<file path="config.mk">
export PLATFORM = sky130hd
export DESIGN_NAME = rotc_calibrator
export DESIGN_NICKNAME = d
export VERILOG_FILES = /design/src/rotc_calibrator.v /design/src/rotc_filter.v
export VERILOG_INCLUDE_DIRS = /design/src
export SDC_FILE = /design/constraint.sdc
export NUM_CORES = 1
export LEC_CHECK = 0
export BUFFER_PORTS_ARGS = -buffer_cell sky130_fd_sc_hd__clkbuf_2
export CAP_MARGIN = 20
export CORE_MARGIN = 3
export CORE_UTILIZATION = 60
export CTS_CLUSTER_SIZE = 25
export DETAILED_ROUTE_END_ITERATION = 8
export GPL_TIMING_DRIVEN = 0
export PLACE_DENSITY = 0.78
export SETUP_SLACK_MARGIN = 0.4
export SLEW_MARGIN = 25
export SYNTH_ARGS = -nofsm -noshare
export SYNTH_HDL_FRONTEND = slang
export SYNTH_SLANG_ARGS = --single-unit
</file>
<file path="constraint.sdc">
create_clock -name SYS_CLK -period 8.8 [get_ports SYS_CLK]
set_clock_uncertainty 0.2 [all_clocks]
set_input_delay 2.2 -clock SYS_CLK [delete_from_list [all_inputs] [get_ports SYS_CLK]]
set_output_delay 2.2 -clock SYS_CLK [all_outputs]
set_load 0.01 [all_outputs]
</file>
<file path="src/rotc_defs.vh">
`ifndef ROTC_DEFS_VH
`define ROTC_DEFS_VH
`define ROTC_NOMINAL_HZ 16000000
`define ROTC_REF_PERIOD_US 20000
`define ROTC_AVG_PERIODS 8
`define ROTC_PERIOD_COUNT (`ROTC_NOMINAL_HZ / 1000000 * `ROTC_REF_PERIOD_US)
`define ROTC_EXPECTED_COUNT (`ROTC_PERIOD_COUNT * `ROTC_AVG_PERIODS)
`define ROTC_TRIM_HIGHEST 3'h3
`define ROTC_TRIM_LOWEST 3'h4
`define ROTC_TRIM_RESET 3'h0
`define ROTC_FILTER_DEFAULT 4'h3
`define ROTC_DIV_DEFAULT 5'h00
`define ROTC_PSC_DEFAULT 2'h0
`define ROTC_WRAP 32'h00010000
`endif

</file>
<file path="src/rotc_calibrator.v">
`timescale 1ns/1ps
`include "rotc_defs.vh"
module rotc_calibrator (
  // Clock and reset.
  input wire SYS_CLK,
  input wire NRST,
  // Control.
  input wire START,
  input wire [3:0] INPUT_FILTER_SETTING,
  input wire [4:0] FILTER_DIV,
  input wire [1:0] CAPTURE_EDGE_PRESCALE,
  // Reference.
  input wire REFERENCE_INPUT_PIN,
  // Results.
  output reg [2:0] OSCILLATOR_TRIM_SETTING,
  output reg BUSY,
  output reg DONE,
  output reg [31:0] PULSE_COUNT,
  output reg MEASUREMENT_DONE_STATE
);
  localparam S_IDLE = 3'h0;
  localparam S_ARM = 3'h1;
  localparam S_MEAS = 3'h2;
  localparam S_EVAL = 3'h3;
  localparam S_FIN = 3'h4;

  localparam [31:0] PERIOD_PULSES = `ROTC_PERIOD_COUNT;

  reg [2:0] state;
  reg [15:0] timer_count_value;
  reg timer_run;
  reg [15:0] capture_value_register;
  reg [15:0] start_cap;
  reg [15:0] end_cap;
  reg [15:0] overflow_tally;
  reg first_seen;
  reg [3:0] edge_cnt;
  reg [3:0] prescale_edges;
  reg [2:0] prev_trim;
  reg [31:0] prev_diff;
  reg have_prev;
  reg [31:0] count_now;
  reg [31:0] diff_now;
  wire filtered_rise;
  wire overflow_evt;
  wire end_hit;
  wire [31:0] expected_now;

  rotc_filter u_filter (
    .clk(SYS_CLK),
    .nrst(NRST),
    .din(REFERENCE_INPUT_PIN),
    .div_sel(FILTER_DIV),
    .filter_set(INPUT_FILTER_SETTING),
    .dout(),
    .rise(filtered_rise)
  );

  always @* begin
    case (CAPTURE_EDGE_PRESCALE)
      2'h0: prescale_edges = 4'h1;
      2'h1: prescale_edges = 4'h2;
      2'h2: prescale_edges = 4'h4;
      default: prescale_edges = 4'h8;
    endcase
  end

  assign overflow_evt = timer_run && (timer_count_value == 16'hffff);

  // The L-th valid rise after the start capture closes the measurement.
  assign end_hit = filtered_rise && first_seen && (edge_cnt + 4'h1 >= prescale_edges);

  // Ideal count scales with the number of periods measured; L is a power of two.
  assign expected_now = PERIOD_PULSES << CAPTURE_EDGE_PRESCALE;

  // Pulse count of a finished measurement and its distance from the target.
  always @* begin
    count_now = {16'h0000, end_cap} + {overflow_tally, 16'h0000} - {16'h0000, start_cap};
    diff_now = (count_now >= expected_now) ? count_now - expected_now : expected_now - count_now;
  end

  always @(posedge SYS_CLK) begin
    if (!NRST) begin
      state <= S_IDLE;
      timer_count_value <= 16'h0000;
      timer_run <= 1'b0;
      capture_value_register <= 16'h0000;
      start_cap <= 16'h0000;
      end_cap <= 16'h0000;
      overflow_tally <= 16'h0000;
      first_seen <= 1'b0;
      edge_cnt <= 4'h0;
      prev_trim <= `ROTC_TRIM_RESET;
      prev_diff <= 32'h00000000;
      have_prev <= 1'b0;
      OSCILLATOR_TRIM_SETTING <= `ROTC_TRIM_RESET;
      BUSY <= 1'b0;
      DONE <= 1'b0;
      PULSE_COUNT <= 32'h00000000;
      MEASUREMENT_DONE_STATE <= 1'b0;
    end else begin
      if (timer_run) begin
        timer_count_value <= timer_count_value + 16'h0001;
      end
      case (state)
        S_IDLE: begin
          if (START) begin
            OSCILLATOR_TRIM_SETTING <= `ROTC_TRIM_HIGHEST;
            have_prev <= 1'b0;
            BUSY <= 1'b1;
            DONE <= 1'b0;
            state <= S_ARM;
          end
        end
        S_ARM: begin
          // Timer reinitialised for each trim value before measuring.
          timer_count_value <= 16'h0000;
          timer_run <= 1'b1;
          overflow_tally <= 16'h0000;
          first_seen <= 1'b0;
          edge_cnt <= 4'h0;
          MEASUREMENT_DONE_STATE <= 1'b0;
          state <= S_MEAS;
        end
        S_MEAS: begin
          // A wrap after the start capture's value counts; one after the end capture's value does not.
          if (overflow_evt && (first_seen || filtered_rise) && !end_hit) begin
            overflow_tally <= overflow_tally + 16'h0001;
          end
          if (filtered_rise && !first_seen) begin
            capture_value_register <= timer_count_value;
            start_cap <= timer_count_value;
            first_seen <= 1'b1;
          end else if (end_hit) begin
            capture_value_register <= timer_count_value;
            end_cap <= timer_count_value;
            timer_run <= 1'b0;
            MEASUREMENT_DONE_STATE <= 1'b1;
            state <= S_EVAL;
            edge_cnt <= 4'h0;
          end else if (filtered_rise) begin
            edge_cnt <= edge_cnt + 4'h1;
          end
        end
        S_EVAL: begin
          PULSE_COUNT <= count_now;
          if (have_prev && diff_now > prev_diff) begin
            OSCILLATOR_TRIM_SETTING <= prev_trim;
            state <= S_FIN;
          end else if (OSCILLATOR_TRIM_SETTING == `ROTC_TRIM_LOWEST) begin
            state <= S_FIN;
          end else begin
            prev_trim <= OSCILLATOR_TRIM_SETTING;
            prev_diff <= diff_now;
            have_prev <= 1'b1;
            OSCILLATOR_TRIM_SETTING <= OSCILLATOR_TRIM_SETTING - 3'h1;
            state <= S_ARM;
          end
        end
        S_FIN: begin
          BUSY <= 1'b0;
          DONE <= 1'b1;
          state <= S_IDLE;
        end
        default: state <= S_IDLE;
      endcase
    end
  end
endmodule

</file>
<file path="src/rotc_filter.v">
`timescale 1ns/1ps
`include "rotc_defs.vh"
module rotc_filter (
  input wire clk,
  input wire nrst,
  input wire din,
  input wire [4:0] div_sel,
  input wire [3:0] filter_set,
  output reg dout,
  output reg rise
);
  reg [4:0] div_cnt;
  reg [7:0] run;
  reg [7:0] need;
  wire tick;

  // Setting n needs 2^n equal samples (0 = pass through), settings 7 and up need 128; 3 gives eight.
  always @* begin
    case (filter_set)
      4'h0: need = 8'h01;
      4'h1: need = 8'h02;
      4'h2: need = 8'h04;
      4'h3: need = 8'h08;
      4'h4: need = 8'h10;
      4'h5: need = 8'h20;
      4'h6: need = 8'h40;
      default: need = 8'h80;
    endcase
  end

  assign tick = (div_cnt == div_sel);

  always @(posedge clk) begin
    if (!nrst) begin
      div_cnt <= 5'h00;
      run <= 8'h00;
      dout <= 1'b0;
      rise <= 1'b0;
    end else begin
      rise <= 1'b0;
      div_cnt <= tick ? 5'h00 : div_cnt + 5'h01;
      if (tick) begin
        if (din == dout) begin
          run <= 8'h00;
        end else if (run + 8'h01 >= need) begin
          // Same run length on both edges, so delay cancels per interval.
          dout <= din;
          rise <= din;
          run <= 8'h00;
        end else begin
          run <= run + 8'h01;
        end
      end
    end
  end
endmodule

</file>
==> run summary, run 1 <==
The run finished with clean final reports. Die height: 139 µm. The standard cell core area was 0.0173 mm².

Routability-driven placement finished with a final weighted congestion of 0.981. The logs give 8.88 ns for the required time at the worst-slack endpoint and 0.0194 mm² for the die area. The count of placed standard cells in the final layout, fillers left out is 1,680, and the final routed wire length divided by cell count is 17.6 µm. The fraction of registers with async set or reset after synthesis is 0. At the worst endpoint, the arrival time is 8.20 ns.

The count of nets left with antenna violations once routing finished came out at 0. Worst-case headroom to the max-slew limit: 0.417. Library cell appearing most often on the critical path: sky130_fd_sc_hd__a21o_1. A synthesized cell averages 7.79 µm². Counting tap cells, the placed design contains a total of 1,641 instances. Part of the Yosys area used for sequential elements: 0.305. The transition time at the pin with the least slew margin is 0.868 ns. The overall track demand over capacity in global routing was 0.297.

The run gives 1,437 as the number of fillers in the final layout. For the initial antenna violation count, the log shows 0. The wire length reported by the detailed router came out at 29,500 µm. Synthesis handed over a netlist of 1,365 instances.

Of all nets on the critical path, the largest fanout is 10. The synthesized netlist contains 72 unique library cells. The number of synthesized register bits was 162.

Entering global routing, the biggest net connects 17 pins. The logs give 0.693 for the final cell utilization of the core and -1.06 ns for the setup slack after placement. The critical path capture point type is a flip-flop.

Among all flip-flop cells after synthesis, the most frequent one is sky130_fd_sc_hd__dfxtp_1. Yosys printed 0 warnings. The tools report the starting density of the core as 0.615. Worst setup margin: 0.686 ns.

Across the run, the number of max-cap violations was 0. In the routed layout, each cell is associated on average with a via count of 6.04. Pin placement for this block handled 53 I/O pins. The type of the tightest min-delay check is flip-flop to flip-flop. For the maximum clock rate, the log shows 123 MHz. Setup repair after global routing left no endpoint under its margin.

The final period demand of the worst path is 8.11 ns. Cell at the root of the clock tree: sky130_fd_sc_hd__clkbuf_16. Across the whole layout, storage elements account for 0.00324 mm². For this block, the via count after detailed routing is 10.2k. The repair_antennas step left the layout with diodes totalling 0. At the later pin of the worst-skew pair, clock insertion delay measures 0.43 ns. The depth of the CTS H-tree came out at 4. The die width was 139 µm; the CTS sink count was 162.

From synthesis to final layout, the design area changed by 12.7%. The most common cell after layout, fill and taps aside was sky130_fd_sc_hd__nand2_1. For the cell area after synthesis, the log shows 0.0106 mm². The tools report the origin of the worst min-delay path as end_cap[0]. After floorplanning, the core was divided into 48 placement rows.

TritonCTS built the clock tree. The leakage dissipation was 4.99 nW; the portion of the clock cycle consumed by the worst path in the final layout was 0.922. The total clock buffers created by CTS is 17. The critical path class is primary input to flip-flop. In the layout the commonest cells are sky130_fd_sc_hd__nand2_1 (189), sky130_fd_sc_hd__dfxtp_1 (162), sky130_fd_sc_hd__a21oi_1 (118). The total of endpoints with negative setup slack in the final report came out at 0.

The power density over the cells is 150 mW/mm². The launching element of the worst setup path was CAPTURE_EDGE_PRESCALE[1]. Global routing finished with a remaining overflow of 0. The first-pass iteration count of the detailed router was 5. The number of global-route vias before repair is 9,136.

The net count after synthesis is 1,480. The instance area after placement came out at 0.0112 mm². The multi-input combinational cells in the finished layout cover a total of 0.00688 mm². The quantity of I/O buffers inserted on ports is 51, and the total power is 1.80 mW. In the final design database the tool counted 1,559 nets.

STA classifies the critical path startpoint as a primary input. The first routing iteration left 902 violations. The number of enable flip-flop cells after synthesis was 0; the number of max-slew violations in the final report was 0.

The critical path's largest stage delay came out at 0.48 ns. Among all stages on the critical path, the largest delay is contributed by sky130_fd_sc_hd__or4_1. The first global-routing pass estimated 47,000 µm of wire.

The maximum number of buffers from clock root to sink came out at 2. The worst register-to-register path begins at start_cap[0]. The clock-pin transition on the worst setup and hold timing paths was 0.06 ns; the share of final-layout standard cells stronger than drive strength 1 was 0.107. In the routed design, unresolved DRC markers number 0. The finished cells cover 0.0120 mm². The run gives 0.146 mV as the maximum resistive drop on vdd.

The wire-length estimate of the detail-placed layout is 22,400 µm. The tools report the final hold violation count as 0.
[power by group]
part | internal [mW] | switching, mW | leakage (nW)
Combinational | 0.117 | 0.179 | 3.39
Sequential | 0.744 | 0.00797 | 1.31
Clock | 0.443 | 0.310 | 0.292
Total | 1.30 | 0.498 | 4.99
[cell type report]
| type | count | share of cell area |
|---|---|---|
| clock inverters | 9 | 0.0103 |
| inverters | 93 | 0.0291 |
| well taps | 225 | 0.0235 |
| multi-input cells | 1041 | 0.574 |
| repair buffers | 60 | 0.0269 |
| flip-flops and latches | 162 | 0.271 |
| clock buffers | 21 | 0.0392 |
| plain buffers | 69 | 0.0263 |
[critical path: cells and delay by family]
family | cells | cell delay [ns]
adders and majority gates | 3 | 0.88
muxes | 1 | 0.24
and+or+nand+nor | 10 | 1.96
AOI/OAI and AO/OA | 8 | 1.47
buffers and inverters | 7 | 1.27
xor gates and xnor gates | 1 | 0.16
[sequential cells by signal, summed over array words and instances, names as in the netlist, 3 cells and up]
| register | flops |
|---|---|
| u_filter.div_cnt | 5 |
| prev_diff | 32 |
| state | 3 |
| OSCILLATOR_TRIM_SETTING | 3 |
| start_cap | 16 |
| end_cap | 16 |
| overflow_tally | 16 |
| prev_trim | 3 |
| edge_cnt | 4 |
| u_filter.run | 8 |
| timer_count_value | 16 |
| PULSE_COUNT | 32 |
[per-layer routing]
metal / part of all wire / global-route usage
met5: 0 / 0
met4: 0.022 / 0.0917
met3: 0.072 / 0.0531
met2: 0.47 / 0.484
met1: 0.43 / 0.402
[Yosys cell counts, types with 14 or more instances]
master,count,share of area
sky130_fd_sc_hd__mux2i_1,14,0.013
sky130_fd_sc_hd__xnor2_1,46,0.038
sky130_fd_sc_hd__o21ai_0,54,0.025
sky130_fd_sc_hd__a211oi_1,29,0.020
sky130_fd_sc_hd__ha_1,99,0.12
sky130_fd_sc_hd__nor2_1,120,0.042
sky130_fd_sc_hd__or3_1,16,0.0094
sky130_fd_sc_hd__xor2_1,45,0.037
sky130_fd_sc_hd__dfxtp_1,162,0.30
sky130_fd_sc_hd__a21o_1,31,0.022
sky130_fd_sc_hd__inv_1,92,0.032
sky130_fd_sc_hd__nand4_1,21,0.012
sky130_fd_sc_hd__nand2_1,189,0.067
sky130_fd_sc_hd__nor3_1,28,0.013
sky130_fd_sc_hd__clkbuf_1,58,0.020
sky130_fd_sc_hd__nor2b_1,14,0.0082
sky130_fd_sc_hd__a21oi_1,122,0.057
sky130_fd_sc_hd__and2_1,14,0.0082
sky130_fd_sc_hd__nand3_1,30,0.014
[path summary, 6_finish.rpt]
kind,to,slack (ns),cells after the start
hold reg to reg,end_cap[0],0.25,2
hold / removal,end_cap[0],0.25,2
setup / recovery,prev_diff[28],0.69,30
setup reg to reg,prev_diff[28],0.81,36
[stage by stage]
step                TNS, ns  hold WS, ns
finish                    0        0.254
global route              0        0.277
CTS                       0        0.257
detailed placement   -34.21        0.248
global placement     -31.31        0.242
floorplan                 0        0.231
[what timing repair did]
action	CTS	global route
gates cloned	0	0
setup endpoints to repair	40	40
buffers inserted	1	8
resized for setup	16	34
hold buffers	0	0
pin swaps	1	9
hold endpoints to repair	0	0
[kinds of logic (layout without fill, tap and decap cells)]
logic type                 Yosys count  count (layout)  share of synthesized area
muxes                               15              15                     0.0142
xor gates and xnor gates            91              91                     0.0750
AOI/OAI and AO/OA                  341             341                      0.208
and+or+nand+nor                    494             494                      0.220
adders and majority gates          100             100                      0.118
DFF                                162             162                      0.305
buffers and inverters              162             252                     0.0600
Note: power is estimated with default switching activity, not from simulation.
==> run 2: changes to the inputs <==
--- a/config.mk
+++ b/config.mk
@@ -9,11 +9,10 @@
 export BUFFER_PORTS_ARGS = -buffer_cell sky130_fd_sc_hd__clkbuf_2
 export CAP_MARGIN = 20
 export CORE_MARGIN = 3
-export CORE_UTILIZATION = 60
+export CORE_UTILIZATION = 45
 export CTS_CLUSTER_SIZE = 25
 export DETAILED_ROUTE_END_ITERATION = 8
 export GPL_TIMING_DRIVEN = 0
-export PLACE_DENSITY = 0.78
 export SETUP_SLACK_MARGIN = 0.4
 export SLEW_MARGIN = 25
 export SYNTH_ARGS = -nofsm -noshare
==> run summary, run 2 (synthesis gave the netlist of run 1 again) <==
The startpoint identified for the worst hold timing path is prev_trim[0]. For the CTS sink count, the log shows 162 (unchanged). The library cells used most frequently in the layout, excluding fill and tap cells, are sky130_fd_sc_hd__nand2_1 (189), sky130_fd_sc_hd__dfxtp_1 (162), sky130_fd_sc_hd__a21oi_1 (118). The logs give 53 (unchanged) for the number of top-level design ports and 4 (unchanged) for the depth of the CTS H-tree. The tools report the met2 track demand over resource in global routing as 0.383 (-0.101).

The tightest min-delay check is of the flip-flop to flip-flop type. The number of global-route vias before repair is 9,059 (-0.84%), and the cell row count is 55 (+15%). The die height is 160 µm (+15%), and the die width is 160 µm (+15%). The final period demand of the worst path is 8.08 ns (-0.0365 ns). The detailed-placement wirelength estimate was 23,800 µm (+6.3%).

The logs give 0 (unchanged) for the total of endpoints with negative setup slack in the final report and 8.24 ns (+0.04 ns) for the arrival time at the worst endpoint. In this run the clock root is driven by a sky130_fd_sc_hd__clkbuf_16. The starting density of the core was 0.464 (-0.151).

The clock-pin transition on the worst setup and hold timing paths was 0.07 ns (about the same). The worst register-to-register path begins at start_cap[0]. The logs give 0.907 (-7.6%) for the routability congestion estimate and 0 (unchanged) for the number of max-slew violations in the final report. The initial DRC count is 683 (-24%). Ratio of routed vias to standard cells: 5.57 (-7.9%). The synthesis-to-layout area growth was 13.5%; the post-route DRC violation count was 0 (unchanged). The tools report the number of nets at the end of the flow as 1,557 (-0.13%). In the final layout, the registers with the most flip-flops are PULSE_COUNT: 32 flops, prev_diff: 32 flops. The number of placed instances, taps included came out at 1,729 (+5.4%).

Total power: 1.80 mW (-0.32%). The maximum number of buffers from clock root to sink is 2 (unchanged). The run gives 124 MHz (+0.45%) as the maximum clock rate.

Setup repair after global routing left no endpoint under its margin. In this run the most used layer during global routing was met2. The share of final-layout standard cells stronger than drive strength 1 was 0.106 (-0.00137). The share of total power in combinational logic is 0.164 (about the same). For the remaining antenna violation count, the log shows 0 (unchanged).

The largest net degree at the start of global routing is 19 (+2). The tools report the insertion delay of the later-clocked pin in the worst-skew pair as 0.45 ns (+0.02 ns). The instance area after placement is 0.0113 mm² (+0.99%), and the number of cells on the worst reg-to-reg path is 37 (+2.8%).

Total overflow reported by the global router: 0 (unchanged). The cell depth of the worst hold path is 2 (unchanged). The run gives 0.0121 mm² (+0.70%) as the post-route cell area. For the count of placed standard cells in the final layout, fillers left out, the log shows 1,768 (+5.2%).

The run gives 0.337 (-0.0648) as the met1 global-route usage. The library cell appearing most often on the critical path is sky130_fd_sc_hd__a21o_1. Die area: 0.0255 mm² (+32%). The initial antenna violation count was 0 (unchanged); the maximum resistive drop on vdd was 0.108 mV (-26%). The biggest fanout along the worst timing path is 10 (unchanged). The clock power share came out at 0.418 (about the same). Worst-case headroom to the max-slew limit: 0.438 (+0.0202). In this run the critical register-to-register path is captured at prev_trim[2].

The internal power of the cells is 1.24 mW (-4.8%), and the switching share of power is 0.309 (+0.0323). The quantity of I/O buffers inserted on ports was 51 (unchanged); the count of inserted antenna diode cells was 0 (unchanged). The transition time at the pin with the least slew margin is 0.838 ns (-0.0301 ns). The flow ran to the end, and the final reports show no timing, DRC or antenna violations.

The setup slack of the worst register-to-register path was 0.82 ns (about the same). The standard cell core area was 0.0229 mm² (+32%); the required time at the worst-slack endpoint was 8.96 ns (+0.08 ns). The run gives 4.97 nW (-0.52%) as the leakage dissipation. The net switching component of the power is 554 µW (+11%). The portion of the clock cycle consumed by the worst path in the final layout works out to 0.918 (-0.00415). The setup path with the least slack is of type primary input to flip-flop. The final hold violation count is 0 (unchanged), and the wire length reported by the detailed router is 30,600 µm (+3.8%). The critical path's largest stage delay is 0.47 ns (about the same), and the via count is 9,841 (-3.0%). The worst setup path is captured at a flip-flop. For the overall track demand over capacity in global routing, the log shows 0.238 (-0.0586). The tools report the first-pass iteration count of the detailed router as 5 (unchanged).

The cell with the largest stage delay on the worst path was sky130_fd_sc_hd__or4_1. The met3 usage in global routing was 0.0311 (-0.0220); the power density over the cells was 149 mW/mm² (-1.0%). The logs give 49,100 µm (+4.5%) for the first-pass GRT wire length and 0 (unchanged) for the number of max-cap violations. The part of the power in registers was 0.418 (about the same). The endpoint of the worst hold-timing path is prev_trim[0]. Final routed wire length divided by cell count: 17.3 µm (-1.4%). STA classifies the critical path startpoint as a primary input. Most common cell after layout, fill and taps aside: sky130_fd_sc_hd__nand2_1.

TritonCTS built the clock tree. The run gives 17 (unchanged) as the total clock buffers created by CTS.
-- run 2: cell count changes in the layout (fill, tap and decap cells not counted), moves of 2 or more --
cell                        change
sky130_fd_sc_hd__clkbuf_8       -3
sky130_fd_sc_hd__buf_4          -4
sky130_fd_sc_hd__o21ai_1        +2
sky130_fd_sc_hd__xnor2_2        -2
sky130_fd_sc_hd__clkbuf_1       -2
sky130_fd_sc_hd__inv_8          +4
sky130_fd_sc_hd__xnor2_1        +2
sky130_fd_sc_hd__bufinv_16      -2
sky130_fd_sc_hd__o21ai_0        -2
sky130_fd_sc_hd__clkinv_8       +4
sky130_fd_sc_hd__buf_2          +2
-- run 2: routing by layer --
layer  vias to the layer above  part of all wire
met4                         0             0.017
met2                       256              0.45
met1                      4627              0.48
li1                       4918                 -
met5                         -                 0
met3                        40             0.049
-- run 2: critical path, delay by kind of cell --
kind	cells	cell delay [ns]
compound gates	10	1.89
xor+xnor	1	0.27
fa+ha+maj	3	0.95
buf+inv	6	1.15
mux	1	0.13
simple gates	8	1.63
-- run 2: cell type report --
cell class / instances / area [µm²]
clock buffer: 17 / 425
fill: 2260 / 10800
inverter: 93 / 349
clock inverter: 15 / 169
sequential: 162 / 3240
multi-input combinational: 1041 / 6870
buffer: 69 / 318
tap: 313 / 392
timing repair buffer: 58 / 308
-- run 2: through the flow --
stage	setup WS [ns]	hold WS, ns	TNS [ns]	util
6_report	0.723	0.257	0	0.527
5_1_grt	0.386	0.274	0	0.527
4_1_cts	0.420	0.257	0	0.520
3_5_place_dp	-1.25	0.246	-40.95	0.492
3_3_place_gp	-1.32	0.242	-43.37	0.492
2_1_floorplan	0.913	0.231	0	-
-- run 2: what timing repair did --
item                                    4_1_cts  5_1_grt
pin swaps                                     1        8
hold buffers                                  0        0
resized for setup                            16       37
endpoints found under the setup margin       40       40
buffers inserted                              1        6
-- run 2: worst max path at each step --
stage	startpoint	to	slack, ns
floorplan	CAPTURE_EDGE_PRESCALE[1]	prev_diff[25]	0.91
global placement	CAPTURE_EDGE_PRESCALE[1]	prev_diff[15]	-1.32
detailed placement	CAPTURE_EDGE_PRESCALE[1]	prev_diff[15]	-1.25
CTS	start_cap[0]	prev_diff[22]	0.42
global route	start_cap[14]	prev_diff[22]	0.39
finish	CAPTURE_EDGE_PRESCALE[1]	prev_trim[2]	0.72
-- run 2: power by group through the flow --
| stage | Combinational [mW] | Clock (mW) | Sequential [mW] |
|---|---|---|---|
| floorplan | 0.203 | 0 | 0.768 |
| global placement | 0.279 | 0 | 0.768 |
| detailed placement | 0.283 | 0 | 0.768 |
| CTS | 0.286 | 0.763 | 0.751 |
| global route | 0.329 | 0.788 | 0.753 |
| finish | 0.295 | 0.750 | 0.751 |
